<file path="src/rtl/gpioaf_params.svh">
// register offsets, field positions and reset values of the gpio port block
`ifndef GPIOAF_PARAMS_SVH
`define GPIOAF_PARAMS_SVH
`define GPIOAF_PINS 8
`define GPIOAF_ADDR_W 8
`define GPIOAF_OFS_A_DATA 8'h00
`define GPIOAF_OFS_A_DIR 8'h04
`define GPIOAF_OFS_B_DATA 8'h08
`define GPIOAF_OFS_B_DIR 8'h0c
`define GPIOAF_OFS_A_IRQ_EN 8'h10
`define GPIOAF_OFS_B_IRQ_EN 8'h14
`define GPIOAF_OFS_A_IRQ_POL 8'h18
`define GPIOAF_OFS_B_IRQ_POL 8'h1c
`define GPIOAF_OFS_MISC 8'h20
`define GPIOAF_MISC_CLK_BIT 0
`define GPIOAF_MISC_USB_BIT 1
`define GPIOAF_MISC_SLOW_LSB 2
`define GPIOAF_MISC_SLOW_MSB 3
`define GPIOAF_MISC_USED_MASK 8'h0f
`define GPIOAF_RST_PORT 8'h00
`define GPIOAF_RST_MISC 8'h00
`define GPIOAF_RESP_OKAY 2'b00
`define GPIOAF_RESP_SLVERR 2'b10
`endif

</file>
<file path="src/rtl/gpioaf_pkg.sv">
// types shared by the gpio port block
package gpioaf_pkg;
`include "gpioaf_params.svh"

    typedef struct packed {
        logic awvalid;
        logic [`GPIOAF_ADDR_W-1:0] awaddr;
        logic wvalid;
        logic [31:0] wdata;
        logic [3:0] wstrb;
        logic bready;
        logic arvalid;
        logic [`GPIOAF_ADDR_W-1:0] araddr;
        logic rready;
    } gpioaf_axil_req_t;

    typedef struct packed {
        logic awready;
        logic wready;
        logic bvalid;
        logic [1:0] bresp;
        logic arready;
        logic rvalid;
        logic [31:0] rdata;
        logic [1:0] rresp;
    } gpioaf_axil_rsp_t;

    typedef struct packed {
        logic [`GPIOAF_PINS-1:0] out;
        logic [`GPIOAF_PINS-1:0] oe;
    } gpioaf_pin_drive_t;

    typedef struct packed {
        logic [`GPIOAF_PINS-1:0] en;
        logic [`GPIOAF_PINS-1:0] out;
        logic [`GPIOAF_PINS-1:0] od;
    } gpioaf_alt_t;

    typedef struct packed {
        logic aw_held;
        logic [`GPIOAF_ADDR_W-1:0] awaddr;
        logic w_held;
        logic [7:0] wdata;
        logic wlane;
        logic bvalid;
        logic [1:0] bresp;
        logic rvalid;
        logic [7:0] rdata;
        logic [1:0] rresp;
        logic [7:0] data_a;
        logic [7:0] dir_a;
        logic [7:0] data_b;
        logic [7:0] dir_b;
        logic [7:0] irq_en_a;
        logic [7:0] irq_en_b;
        logic [7:0] irq_pol_a;
        logic [7:0] irq_pol_b;
        logic [7:0] misc;
        logic clk_phase;
        logic [7:0] alt_en_a;
        logic [7:0] alt_en_b;
        gpioaf_pin_drive_t drv_a;
        gpioaf_pin_drive_t drv_b;
    } gpioaf_state_t;
endpackage

</file>
<file path="src/rtl/gpioaf_sync.sv">
// two-flop synchroniser for pin levels
`timescale 1ns/10ps
module gpioaf_sync #(
    parameter int WIDTH = 8
) (
    input wire logic clock,
    input wire logic rst,
    input wire logic ce,
    input wire logic [WIDTH-1:0] async_in,
    output logic [WIDTH-1:0] sync_out
);
    typedef struct packed {
        logic [WIDTH-1:0] meta;
        logic [WIDTH-1:0] stable;
    } gpioaf_sync_st_t;

    gpioaf_sync_st_t st;
    gpioaf_sync_st_t next_st;

    always_comb begin
        next_st.meta = async_in;
        next_st.stable = st.meta;
    end

    always_ff @(posedge clock) begin
        if (rst) begin
            st <= '0;
        end else if (ce) begin
            st <= next_st;
        end
    end

    assign sync_out = st.stable;
endmodule

</file>
<file path="src/rtl/gpioaf_irq.sv">
// edge detection and request latch for one interrupt vector
`timescale 1ns/10ps
module gpioaf_irq
    import gpioaf_pkg::*;
#(
    parameter int WIDTH = 8
) (
    input wire logic clock,
    input wire logic rst,
    input wire logic ce,
    input wire logic [WIDTH-1:0] level,
    input wire logic [WIDTH-1:0] polarity,
    input wire logic [WIDTH-1:0] enable,
    input wire logic [WIDTH-1:0] direction,
    input wire logic ack,
    output logic req
);
    typedef struct packed {
        logic [WIDTH-1:0] prev;
        logic req;
    } gpioaf_irq_st_t;

    gpioaf_irq_st_t st;
    gpioaf_irq_st_t next_st;
    logic [WIDTH-1:0] edge_seen;
    logic [WIDTH-1:0] hit;

    always_comb begin
        // polarity 1 rising, 0 falling
        edge_seen = (polarity & level & ~st.prev) | (~polarity & ~level & st.prev);
        hit = edge_seen & enable & ~direction;
        next_st.prev = level;
        next_st.req = (st.req & ~ack) | (|hit);
    end

    always_ff @(posedge clock) begin
        if (rst) begin
            st <= '0;
        end else if (ce) begin
            st <= next_st;
        end
    end

    assign req = st.req;
endmodule

</file>
<file path="src/rtl/gpioaf_top.sv">
// gpio ports a and b with alternate functions, interrupts and misc register
`timescale 1ns/10ps
`include "gpioaf_params.svh"
module gpioaf_top
    import gpioaf_pkg::*;
(
    input wire logic clock,
    input wire logic rst,
    input wire logic ce,
    input wire gpioaf_axil_req_t axi_req,
    output gpioaf_axil_rsp_t axi_rsp,
    input wire logic [7:0] pin_a_in,
    input wire logic [7:0] pin_b_in,
    output gpioaf_pin_drive_t pin_a,
    output gpioaf_pin_drive_t pin_b,
    input wire gpioaf_alt_t alt_a,
    input wire gpioaf_alt_t alt_b,
    output logic [7:0] periph_in_a,
    output logic [7:0] periph_in_b,
    input wire logic usb_tx_enable_out,
    output logic [1:0] slow_divider_select,
    output logic ext_irq_a,
    output logic ext_irq_b,
    input wire logic ext_irq_ack_a,
    input wire logic ext_irq_ack_b
);
    gpioaf_state_t st;
    gpioaf_state_t next_st;
    logic [7:0] sync_a;
    logic [7:0] sync_b;
    logic aw_hs;
    logic w_hs;
    logic b_hs;
    logic ar_hs;
    logic r_hs;
    logic wr_fire;
    logic [`GPIOAF_ADDR_W-1:0] wr_word;
    logic [`GPIOAF_ADDR_W-1:0] rd_word;
    logic [7:0] wr_val;
    logic wr_lane;
    logic [7:0] read_a;
    logic [7:0] read_b;
    gpioaf_alt_t eff_a;
    gpioaf_alt_t eff_b;

    // ------------------------------------------------------------
    // helpers
    // ------------------------------------------------------------
    function automatic logic mapped(input logic [`GPIOAF_ADDR_W-1:0] word);
        logic hit;
        hit = 1'b1;
        unique case (word)
            `GPIOAF_OFS_A_DATA, `GPIOAF_OFS_A_DIR, `GPIOAF_OFS_B_DATA, `GPIOAF_OFS_B_DIR,
            `GPIOAF_OFS_A_IRQ_EN, `GPIOAF_OFS_B_IRQ_EN, `GPIOAF_OFS_A_IRQ_POL,
            `GPIOAF_OFS_B_IRQ_POL, `GPIOAF_OFS_MISC: hit = 1'b1;
            default: hit = 1'b0;
        endcase
        return hit;
    endfunction

    // latch for output pins, pin level for inputs
    function automatic logic [7:0] port_read(input logic [7:0] dir, input logic [7:0] latch,
                                             input logic [7:0] level);
        return (dir & latch) | (~dir & level);
    endfunction

    function automatic gpioaf_pin_drive_t pin_drive(input logic [7:0] latch, input logic [7:0] dir,
                                                  input gpioaf_alt_t alt);
        gpioaf_pin_drive_t d;
        d.out = (alt.en & alt.out) | (~alt.en & latch);
        // open-drain peripheral output releases the pin for a one
        d.oe = (alt.en & ~(alt.od & alt.out)) | (~alt.en & dir);
        return d;
    endfunction

    // ------------------------------------------------------------
    // pin synchronisers and interrupt vectors
    // ------------------------------------------------------------
    gpioaf_sync #(.WIDTH(8)) u_sync_a (
        .clock(clock),
        .rst(rst),
        .ce(ce),
        .async_in(pin_a_in),
        .sync_out(sync_a)
    );

    gpioaf_sync #(.WIDTH(8)) u_sync_b (
        .clock(clock),
        .rst(rst),
        .ce(ce),
        .async_in(pin_b_in),
        .sync_out(sync_b)
    );

    gpioaf_irq #(.WIDTH(8)) u_irq_a (
        .clock(clock),
        .rst(rst),
        .ce(ce),
        .level(sync_a),
        .polarity(st.irq_pol_a),
        .enable(st.irq_en_a),
        .direction(st.dir_a | st.alt_en_a),
        .ack(ext_irq_ack_a),
        .req(ext_irq_a)
    );

    gpioaf_irq #(.WIDTH(8)) u_irq_b (
        .clock(clock),
        .rst(rst),
        .ce(ce),
        .level(sync_b),
        .polarity(st.irq_pol_b),
        .enable(st.irq_en_b),
        .direction(st.dir_b | st.alt_en_b),
        .ack(ext_irq_ack_b),
        .req(ext_irq_b)
    );

    // ------------------------------------------------------------
    // bus handshakes
    // ------------------------------------------------------------
    always_comb begin
        axi_rsp.awready = ce & ~st.aw_held & ~st.bvalid;
        axi_rsp.wready = ce & ~st.w_held & ~st.bvalid;
        axi_rsp.bvalid = ce & st.bvalid;
        axi_rsp.bresp = st.bresp;
        axi_rsp.arready = ce & ~st.rvalid;
        axi_rsp.rvalid = ce & st.rvalid;
        axi_rsp.rdata = {24'h000000, st.rdata};
        axi_rsp.rresp = st.rresp;
    end

    assign aw_hs = axi_req.awvalid & axi_rsp.awready;
    assign w_hs = axi_req.wvalid & axi_rsp.wready;
    assign b_hs = axi_req.bready & axi_rsp.bvalid;
    assign ar_hs = axi_req.arvalid & axi_rsp.arready;
    assign r_hs = axi_req.rready & axi_rsp.rvalid;
    assign wr_word = {(st.aw_held ? st.awaddr[`GPIOAF_ADDR_W-1:2] : axi_req.awaddr[`GPIOAF_ADDR_W-1:2]), 2'b00};
    assign rd_word = {axi_req.araddr[`GPIOAF_ADDR_W-1:2], 2'b00};
    assign wr_val = st.w_held ? st.wdata : axi_req.wdata[7:0];
    assign wr_lane = st.w_held ? st.wlane : axi_req.wstrb[0];
    assign wr_fire = (st.aw_held | aw_hs) & (st.w_held | w_hs) & ~st.bvalid & ce;
    assign read_a = port_read(st.dir_a, st.data_a, sync_a);
    assign read_b = port_read(st.dir_b, st.data_b, sync_b);

    // ------------------------------------------------------------
    // next state
    // ------------------------------------------------------------
    always_comb begin
        next_st = st;
        if (aw_hs) begin
            next_st.aw_held = 1'b1;
            next_st.awaddr = axi_req.awaddr;
        end
        if (w_hs) begin
            next_st.w_held = 1'b1;
            next_st.wdata = axi_req.wdata[7:0];
            next_st.wlane = axi_req.wstrb[0];
        end
        if (wr_fire) begin
            next_st.aw_held = 1'b0;
            next_st.w_held = 1'b0;
            next_st.bvalid = 1'b1;
            next_st.bresp = mapped(wr_word) ? `GPIOAF_RESP_OKAY : `GPIOAF_RESP_SLVERR;
            if (wr_lane) begin
                unique case (wr_word)
                    `GPIOAF_OFS_A_DATA: next_st.data_a = wr_val;
                    `GPIOAF_OFS_A_DIR: next_st.dir_a = wr_val;
                    `GPIOAF_OFS_B_DATA: next_st.data_b = wr_val;
                    `GPIOAF_OFS_B_DIR: next_st.dir_b = wr_val;
                    `GPIOAF_OFS_A_IRQ_EN: next_st.irq_en_a = wr_val;
                    `GPIOAF_OFS_B_IRQ_EN: next_st.irq_en_b = wr_val;
                    `GPIOAF_OFS_A_IRQ_POL: next_st.irq_pol_a = wr_val;
                    `GPIOAF_OFS_B_IRQ_POL: next_st.irq_pol_b = wr_val;
                    `GPIOAF_OFS_MISC: next_st.misc = wr_val & `GPIOAF_MISC_USED_MASK;
                    default: next_st.misc = st.misc;
                endcase
            end
        end
        if (b_hs) begin
            next_st.bvalid = 1'b0;
        end
        if (ar_hs) begin
            next_st.rvalid = 1'b1;
            next_st.rresp = mapped(rd_word) ? `GPIOAF_RESP_OKAY : `GPIOAF_RESP_SLVERR;
            unique case (rd_word)
                `GPIOAF_OFS_A_DATA: next_st.rdata = read_a;
                `GPIOAF_OFS_A_DIR: next_st.rdata = st.dir_a;
                `GPIOAF_OFS_B_DATA: next_st.rdata = read_b;
                `GPIOAF_OFS_B_DIR: next_st.rdata = st.dir_b;
                `GPIOAF_OFS_A_IRQ_EN: next_st.rdata = st.irq_en_a;
                `GPIOAF_OFS_B_IRQ_EN: next_st.rdata = st.irq_en_b;
                `GPIOAF_OFS_A_IRQ_POL: next_st.rdata = st.irq_pol_a;
                `GPIOAF_OFS_B_IRQ_POL: next_st.rdata = st.irq_pol_b;
                `GPIOAF_OFS_MISC: next_st.rdata = st.misc;
                default: next_st.rdata = 8'h00;
            endcase
        end else if (r_hs) begin
            next_st.rvalid = 1'b0;
        end

        // clock out runs at half the core rate from a flop
        next_st.clk_phase = next_st.misc[`GPIOAF_MISC_CLK_BIT] ? ~st.clk_phase : 1'b0;

        eff_a = alt_a;
        eff_b = alt_b;
        if (next_st.misc[`GPIOAF_MISC_USB_BIT]) begin
            eff_a.en[0] = 1'b1;
            eff_a.out[0] = usb_tx_enable_out;
            eff_a.od[0] = 1'b0;
        end
        if (next_st.misc[`GPIOAF_MISC_CLK_BIT]) begin
            eff_b.en[0] = 1'b1;
            eff_b.out[0] = next_st.clk_phase;
            eff_b.od[0] = 1'b0;
        end
        next_st.alt_en_a = eff_a.en;
        next_st.alt_en_b = eff_b.en;
        // pins follow the registers written at this same edge
        next_st.drv_a = pin_drive(next_st.data_a, next_st.dir_a, eff_a);
        next_st.drv_b = pin_drive(next_st.data_b, next_st.dir_b, eff_b);
    end

    // ------------------------------------------------------------
    // state register
    // ------------------------------------------------------------
    always_ff @(posedge clock) begin
        if (rst) begin
            st <= '0;
            st.data_a <= `GPIOAF_RST_PORT;
            st.dir_a <= `GPIOAF_RST_PORT;
            st.data_b <= `GPIOAF_RST_PORT;
            st.dir_b <= `GPIOAF_RST_PORT;
            st.misc <= `GPIOAF_RST_MISC;
        end else if (ce) begin
            st <= next_st;
        end
    end

    assign pin_a = st.drv_a;
    assign pin_b = st.drv_b;
    assign periph_in_a = sync_a;
    assign periph_in_b = sync_b;
    assign slow_divider_select = st.misc[`GPIOAF_MISC_SLOW_MSB:`GPIOAF_MISC_SLOW_LSB];
endmodule

</file>
<file path="config.mk">
export PLATFORM = sky130hd
export DESIGN_NAME = gpioaf_top
export DESIGN_NICKNAME = d
export VERILOG_FILES = /design/src/rtl/gpioaf_pkg.sv /design/src/rtl/gpioaf_sync.sv /design/src/rtl/gpioaf_irq.sv /design/src/rtl/gpioaf_top.sv
export VERILOG_INCLUDE_DIRS = /design/src /design/src/rtl
export SDC_FILE = /design/constraint.sdc
export NUM_CORES = 1
export LEC_CHECK = 0
export BUFFER_PORTS_ARGS = -buffer_cell sky130_fd_sc_hd__buf_2
export CAP_MARGIN = 20
export CORE_ASPECT_RATIO = 0.6
export CORE_MARGIN = 8
export CORE_UTILIZATION = 30
export DETAILED_ROUTE_END_ITERATION = 6
export GPL_ROUTABILITY_DRIVEN = 0
export GPL_TIMING_DRIVEN = 0
export SKIP_CTS_REPAIR_TIMING = 1
export SLEW_MARGIN = 20
export SYNTH_ARGS = -nofsm -noshare
export SYNTH_HDL_FRONTEND = slang
export SYNTH_SLANG_ARGS = --single-unit
export TNS_END_PERCENT = 100
</file>
<file path="constraint.sdc">
create_clock -name clock -period 3.3 [get_ports clock]
set_clock_uncertainty 0.05 [all_clocks]
set_input_delay 0.66 -clock clock [delete_from_list [all_inputs] [get_ports clock]]
set_output_delay 0.66 -clock clock [all_outputs]
set_load 0.01 [all_outputs]
</file>
== Word-level counts from Yosys, hierarchy flattened ==
Cells that the tools add are included.

* Equality and inequality tests: 16
* Add/sub/neg operators: 0
* Multiply operators: 0
* Reductions and logical operators: 23
* Muxes and demuxes: 36
* Bitwise gates (word level): 78
* Divide/modulo/power cells: 0
* $lt $le $gt $ge: 0
* Shift-type cells: 0

{| class="wikitable"
|+ Operators by type and width
! operator !! count
|-
| $and 8x8->8 || 26
|-
| $mux 72 || 2
|-
| $not 8->8 || 14
|-
| $or 8x8->8 || 10
|-
| $mux 8 || 9
|-
| $pmux 8 s9 || 1
|-
| $eq 6x3->1 const B || 8
|-
| $eq 6x2->1 const B || 4
|-
| $reduce_and 4->1 || 5
|-
| $reduce_or 9->1 || 2
|-
| $and 1x1->1 || 17
|-
| $mux 1 || 17
|-
| $logic_not 8->1 || 2
|-
| $reduce_and 2->1 || 8
|-
| $reduce_or 8->1 || 2
|-
| $eq 6x1->1 const B || 2
|-
| $eq 6x4->1 const B || 2
|-
| $mux 10 || 1
|-
| $mux 9 || 1
|-
| $reduce_bool 2->1 || 4
|-
| $not 1->1 || 7
|-
| $mux 6 || 1
|-
| $mux 2 || 2
|-
| $mux 4 || 1
|-
| other kinds (2) || 5
|}

* ROM bits: 0
* Word-level logic and storage cells: 188
* Memory bits (writable): 0
* Latch bits: 0
* Output and inout port bits: 93
* Bits of input ports: 127
* Register bits: 200
* Memories: 0

== Logic depth before layout (Yosys ltp) ==
Gate-level depths: netlist (run 1).

* Depth after elaboration: 15
* Mapped depth: 9
* Gate-level depth less buffers: 6

== Hierarchy ==
Synthesis (run 1) repeated with hierarchy kept, for this count alone.

* Cells, all modules: 1035
* Area, all modules: 9416.5 µm²

{| class="wikitable"
|+ Modules (own cells, without submodules)
! module !! instances !! sequential area each (µm²) !! area each (µm²) !! cells an instance
|-
| gpioaf_top || 1 || 2922.8 || 7181.9 || 795
|-
| gpioaf_sync || 2 || 320.3 || 580.6 || 52
|-
| gpioaf_irq || 2 || 180.2 || 536.8 || 68
|}

== Worst setup path after synthesis (run 1) ==
Ideal clock, no wire load.

* Path type: in2reg
* Start: input port ce
* End: register st, in the netlist pin_b[8]
* Library setup time: 0.122 ns
* Buffers on the path: 1
* Arrival time: 2.322 ns
* Stages: 7
* Data required time: 3.128 ns
* Setup slack: 0.806 ns
* Cell sequence: nor2b_1 -> nand2_2 -> or4b_1 -> buf_2 -> a31oi_1 -> mux2i_1 -> a221o_1

* Longest elaborated chain between the ends: 12
* Elaborated cells on any way between the ends: 19
* Those cells by class: 4 x mux; 15 x bitwise

{| class="wikitable"
|+ Ends and longest elaborated chain
! item !! line !! RTL
|-
| from (decl) || gpioaf_top.sv:9 || <nowiki>input wire logic ce,</nowiki>
|-
| $and 1x1->1, on equally long branches (2 in series) || gpioaf_top.sv:123, gpioaf_top.sv:124 ||
|-
| $and 1x1->1, on equally long branches || gpioaf_top.sv:133, gpioaf_top.sv:134 ||
|-
| $or 1x1->1 || gpioaf_top.sv:142 || <nowiki>assign wr_fire = (st.aw_held | aw_hs) & (st.w_held | w_hs) & ~st.bvalid & ce;</nowiki>
|-
| $and 1x1->1 (3 in series) || gpioaf_top.sv:142 ||
|-
| $mux 72 || gpioaf_top.sv:160 || <nowiki>if (wr_fire) begin</nowiki>
|-
| $mux 1, on equally long branches || gpioaf_top.sv:203, gpioaf_top.sv:212 ||
|-
| $mux 1 or $not 8->8 (tied branches) || gpioaf_top.sv:212, gpioaf_top.sv:70 ||
|-
| $and 8x8->8 || gpioaf_top.sv:70 || <nowiki>d.out = (alt.en & alt.out) | (~alt.en & latch);</nowiki>
|-
| $or 8x8->8 || gpioaf_top.sv:70 ||
|-
| to (signal assigned) || gpioaf_top.sv:236 || <nowiki>st <= next_st;</nowiki>
|-
| to (decl) || gpioaf_top.sv:27 || <nowiki>gpioaf_state_t st;</nowiki>
|}

Several ways; a longest one is shown, not always the timed one.
A chain may end at the register's enable or synchronous reset.

==> summary.md, run 1 <==
| Metric | Value |
|---|---|
| Status | finished, final reports clean |
| Final Slew Violations | 0 |
| Hold Slack | ~0.40 ns |
| Initial Utilization | 30.5% |
| Data required, critical path | 2.59 ns |
| Mapped cell area | 9510 µm² |
| Grt ovf | 0 |
| Worst VDD drop | approximately 0.43 mV |
| Most common cell after layout, fill and taps aside | nor2_1 |
| Finished Core Util | 37.0% |
| Reg2reg path depth | 6 |
| Worst-Skew Late Latency | 0.44 ns |
| Slew @ Worst Pin | 1.12 ns |
| Sw Pwr | 1.37 mW |
| Post-synth EDFFs | 0 |
| Cells after synthesis | 1053 |
| Routed Antenna Nets | 0 |
| Crit path max fanout | 10 |
| Final period utilization | 91.5% |
| Synth Area in Compound Gates | 10.5% |
| Pin count of the biggest net entering global routing | 17 |
| Post-synthesis cell type count | 65 |
| DP HPWL | 27.2 mm |
| CTS sink cnt | between 150 and 200 |
| WL final | between 30 and 40 mm |
| Crit path kind | in2out |
| Clock Tree Buf Depth | 2 |
| Syn avg cell area | between 9 and 10 µm² |
| Critical path destination | axi_rsp[38] |
| Rows | 50 |
| Fraction of registers with async set/reset | 0% |
| Via count | between 8000 and 9000 |
| Share of layout cells above drive strength 1 | 26.1% |
| Remaining routing DRC violations | 0 |
| Core area | roughly 31000 µm² |
| CP Launch Point | ce |
| Total negative slack | 0 ns |
| Synth Warn # | 0 |
| Cts bufs inserted | 17 |
| Clk network pwr share | 40.5% |
| Chip height | around 150 µm |
| CTS root buf | clkbuf_16 |
| Iteration-0 DRC Markers | roughly 800 |
| Endpoints failing hold | 0 |
| Post-Synth Simple-Gate Area | 20.9% |
| Initial antenna violation count | 5 |
| Final total power | 5.30 mW |
| H-tree levels | 4 |
| #FFs+latches synth | 196 |
| TritonCTS clock tree | built |
| Pint | between 3 and 4 mW |
| Crit. End Element | primary output |
| Leak | 5.16 nW |
| Final min period | 3.02 ns |
| All-Layer GR Usage | about 18% |
| Sequential element share of the synthesized area | 41.3% |
| Port Buffers | 161 |
| Fmax | 0.331 GHz |
| Fin nets | approximately 1400 |
| Die W | 246 µm |
| Dominant synthesized flop cell | dfxtp_1 |
| Xor/xnor cell area share of the yosys netlist | 0% |
| Max Cap Violations | 0 |
| Worst hold path class | in2reg |
| Slew HR | 25.4% |
| Ant diodes | 0 |
| Vias in the first global route | 8263 |
| Post-synthesis adder-cell area fraction | 0% |
| Synthesis-to-layout area growth | 21.5% |
| I/O pins | 220 |
| RSZ-0062 raised after global routing | no |
| Setup violators final | 0 |
| Net Sw Frac | 25.9% |
| Multiplexer area fraction after synthesis | 17.7% |
| Reg power frac | 47.0% |
| Die area | around 38000 µm² |
| Gate power share | 12.5% |
| Worst reg2reg setup slack | 0.38 ns |
| PD cells | 459 nW/µm² |
| Critical path arrival | 2.31 ns |
| Routed WL per cell | 20.1 µm |
| Crit path launch type | input port |
| Drt pass-1 iters | 5 |
| Worst r2r dst | pin_a[0]$_SDFFE_PP0P_ |
| Most frequent cells in the layout | nor2_1, dfxtp_1, buf_2, mux2i_1, buf_4 |
| Largest family of logic cells by synthesized area | simple AND/OR/NAND/NOR gates |
| First-pass GRT wire length | 51.2 mm |
| Reg2reg start | st[134]$_SDFFE_PP0P_ |
| Clock-pin slew on the worst setup and hold paths | around 0.07 ns |
| Routed vias/inst | 5.03 |
[final cells by class]
| type | count | area [µm²] |
|---|---|---|
| flip-flops and latches | 196 | 3920 |
| well taps | 416 | 520 |
| clock inverters | 8 | 98.8 |
| multi-input cells | 728 | 4780 |
| inverters | 16 | 60.1 |
| plain buffers | 138 | 860 |
| repair buffers | 162 | 813 |
| clock buffers | 23 | 498 |
| fillers | 3212 | 19700 |
[power groups by stage]
stage	sequential [mW]	clock (mW)	combinational (mW)
floorplan	2.53	0	0.409
global placement	2.54	0	0.647
detailed placement	2.55	0	0.655
CTS	2.49	2.17	0.657
global route	2.50	2.27	0.719
finish	2.49	2.15	0.661
[worst min-delay path by stage]
| stage | from | end | slack [ns] | depth (start not counted) |
|---|---|---|---|---|
| global route | pin_b_in[5] | u_sync_b.next_st[5]$_SDFFE_PP0P_ | 0.40 | 3 |
| finish | pin_b_in[5] | u_sync_b.next_st[5]$_SDFFE_PP0P_ | 0.40 | 3 |
| CTS | pin_b_in[5] | u_sync_b.next_st[5]$_SDFFE_PP0P_ | 0.39 | 3 |
| global placement | st[136]$_SDFFE_PP0P_ | st[136]$_SDFFE_PP0P_ | 0.39 | 2 |
| detailed placement | u_irq_b.req$_SDFFE_PP0P_ | u_irq_b.req$_SDFFE_PP0P_ | 0.40 | 2 |
| floorplan | pin_a[8]$_SDFFE_PP0P_ | pin_a[8]$_SDFFE_PP0P_ | 0.38 | 2 |
[synth_stat cells, types with 8 or more instances]
library cell	n	share of area, %
a21oi_1	31	1.6
a31o_2	14	1.3
a32oi_1	8	0.74
buf_1	12	0.47
buf_4	86	6.8
clkbuf_1	36	1.4
dfxtp_1	196	41
inv_1	16	0.63
mux2_2	12	1.4
mux2i_1	141	15
nand2_1	67	2.6
nand2b_1	21	1.4
nand3_1	21	1.1
nor2_1	205	8.1
nor3_1	24	1.3
nor3b_1	21	1.7
o2111ai_1	13	1.2
o211a_1	14	1.5
[flip-flops by register name, summed over array words and instances, names as in the netlist]
register,count
axi_rsp,10
pin_a,16
pin_b,16
slow_divider_select,2
st,102
u_irq_a.req,1
u_irq_a.st,8
u_irq_b.req,1
u_irq_b.st,8
u_sync_a.next_st,8
u_sync_a.sync_out,8
u_sync_b.next_st,8
u_sync_b.sync_out,8
[critical path, cell delays in order]
cell      delay [ns]
buf_2           0.08
clkbuf_1        0.36
clkbuf_1        0.48
clkbuf_2        0.42
and2_1          0.17
buf_2           0.12
[cells by family after synthesis]
logic type,count (synthesis)
AND/OR/NAND/NOR,414
flip-flops,196
multiplexers,159
buffers and inverters,154
AO/OA/AOI/OAI,129
other,1
[through the flow]
step	setup slack (ns)	cells	instance area, µm²
floorplan	0.806	1078	9600
global placement	-0.00836	1655	10900
global route	0.108	1687	11600
detailed placement	0.0192	1656	10900
finish	0.282	1687	11600
CTS	0.00540	1687	11500
[metal layers]
| metal | vias up | track usage [%] | share of wire (%) |
|---|---|---|---|
| met5 | - | 0 | 0.15 |
| met4 | 8 | 3.54 | 0.99 |
| met3 | 39 | 5.42 | 9.5 |
| met1 | 4092 | 25.4 | 48 |
| met2 | 349 | 25.6 | 42 |
| li1 | 4005 | - | - |
(Power assumes the default switching activity.)
==> run 2: changes to the inputs <==
==> constraint.sdc (replaced) <==
create_clock -name clock -period 3.3 [get_ports clock]
set_clock_uncertainty 0.05 [all_clocks]
set_input_delay 0.165 -clock clock [delete_from_list [all_inputs] [get_ports clock]]
set_output_delay 0.165 -clock clock [all_outputs]
set_load 0.01 [all_outputs]
==> run 2 against run 1 <==
  * The run now ends with hold timing left
  * Critical path depth unchanged
  * Non-clock buffer count rose by 36
  * First-iteration DRC count grew 3.2%
  * Routed wire length grew 0.82%
  * Cell area up 3.1%
==> summary.md, run 2 (same netlist as run 1, synthesis figures left out) <==
| Metric | Value |
|---|---|
| Clock-pin slew on the worst setup and hold paths | 0.07 ns |
| # fillers | 3190 |
| Placed insts | 1656 |
| CTS root buf | clkbuf_16 |
| Most common cell after layout, fill and taps aside | nor2_1 |
| H-tree levels | 4 |
| Total negative slack | 0 ns |
| Crit path buf inv count | 0 |
| Cts bufs inserted | 17 |
| Die area | 37800 µm² |
| Slowest CP cell | nor4_4 |
| Routed WL per cell | between 15 and 20 µm |
| PD cells | 447 nW/µm² |
| Share of layout cells above drive strength 1 | 25.3% |
| Data required, critical path | approximately 3.6 ns |
| Placed cell areas | 10900 µm² |
| CP Launch Point | st[134]$_SDFFE_PP0P_ |
| DP HPWL | 27.2 mm |
| Synthesis-to-layout area growth | 25.3% |
| RSZ-0062 raised after global routing | no |
| Net Sw Frac | 25.8% |
| Rows | 50 |
| Hold path startpoint | alt_b[21] |
| First-pass GRT wire length | 51.2 mm |
| Worst VDD drop | about 0.43 mV |
| Most flops, register | st |
| Critical path's largest stage delay | 0.99 ns |
| Initial antenna violation count | 5 |
| Drt pass-1 iters | 6 |
| Clk network pwr share | 40.2% |
| Ant diodes | 0 |
| Critical path arrival | 3.20 ns |
| Hold Slack | -0.0221 ns |
| Crit. End Element | flip-flop |
| Final period utilization | 87.8% |
| CP delay by family, top | simple AND/OR/NAND/NOR gates |
| Final min period | 2.90 ns |
| Final Slew Violations | 0 |
| Core area | around 31000 µm² |
| Worst hold path class | in2reg |
| All-Layer GR Usage | approximately 18% |
| Vias in the first global route | 8263 |
| Final total power | 5.33 mW |
| Violated checks | hold timing |
| Routed vias/inst | 5.01 |
| Fmax | 0.345 GHz |
| TritonCTS clock tree | built |
| Slew @ Worst Pin | 1.13 ns |
| Setup violators final | 0 |
| Pint | between 3 and 4 mW |
| Crit path max fanout | 8 |
| CTS sink cnt | 196 |
| Crit path launch type | flip-flop |
| Max FFs per register | 102 |
| Design area | ~12000 µm² |
| Endpoints failing hold | 7 |
| Crit path kind | reg2reg |
| CP Cell Sequence | nor2b_1 > nand2_2 > nor4_4 > mux2i_1 > a21o_1 > a311oi_1 |
| Fin nets | 1422 |
| Gate power share | 13.0% |
| Iteration-0 DRC Markers | around 830 |
| Via count | 8636 |
| Clock Tree Buf Depth | 2 |
| Max Cap Violations | 0 |
| Die W | 246 µm |
| Grt ovf | 0 |
| Routed Antenna Nets | 0 |
| Worst-Skew Late Latency | about 0.44 ns |
| Remaining routing DRC violations | 0 |
| Pin count of the biggest net entering global routing | 17 |
| Leak | 5.30 nW |
| Chip height | 154 µm |
| Slew HR | 24.5% |
| Sw Pwr | approximately 1.4 mW |
| WL final | 34.3 mm |
| Reg power frac | 46.8% |
| Cell Count, Final, Fillers Out | about 1700 |
| Initial Utilization | 30.5% |
| Port Buffers | between 150 and 200 |
| Most frequent cells in the layout | nor2_1, dfxtp_1, buf_2, mux2i_1, buf_4 |
| Reg2reg start | st[134]$_SDFFE_PP0P_ |
| I/O pins | 220 |
| Status | finished with violations |
[run 2: worst register-to-register path: stages, from the launching register on]
cell and delay, ns:
dfxtp_1 0.36, nor2b_1 0.30, nand2_2 0.23, nor4_4 1.00, mux2i_1 0.38, a21o_1 0.26
a311oi_1 0.24
[run 2: area by class of cell]
cell class	instances	area [µm²]	area share (%)
multi-input cells	728	4780	40.1
flip-flops and latches	196	3920	32.9
repair buffers	198	1170	9.85
plain buffers	138	858	7.21
well taps	416	520	4.37
clock buffers	23	498	4.18
clock inverters	8	98.8	0.830
inverters	16	60.1	0.504
[run 2: through the flow]
stage                     utilization [%]  setup slack, ns
final                                38.2            0.403
after global routing                 38.2            0.315
after CTS                            37.0            0.467
after detailed placement             35.1            0.495
after global placement               35.0            0.570
after floorplan                         -             1.06
[run 2: worst paths after layout]
kind	cells after the start	slack, ns	to
max reg2reg	6	0.40	pin_a[0]$_SDFFE_PP0P_
min	3	-0.02	st[37]$_SDFFE_PP0P_
min reg2reg	2	0.40	st[136]$_SDFFE_PP0P_
max	6	0.40	pin_a[0]$_SDFFE_PP0P_
[run 2: routing by layer]
layer | global-route usage (%) | wire length (µm) | vias up
met5 | 0 | 47 | -
met3 | 5.42 | 3230 | 49
met2 | 25.6 | 14300 | 353
li1 | - | - | 4074
met1 | 25.4 | 16400 | 4152
met4 | 3.54 | 363 | 8
[run 2: power by group through the flow]
stage | registers (mW) | logic, mW | clock network [mW]
global placement | 2.54 | 0.647 | 0
finish | 2.49 | 0.695 | 2.14
CTS | 2.49 | 0.657 | 2.17
global route | 2.50 | 0.756 | 2.27
detailed placement | 2.55 | 0.655 | 0
floorplan | 2.53 | 0.409 | 0
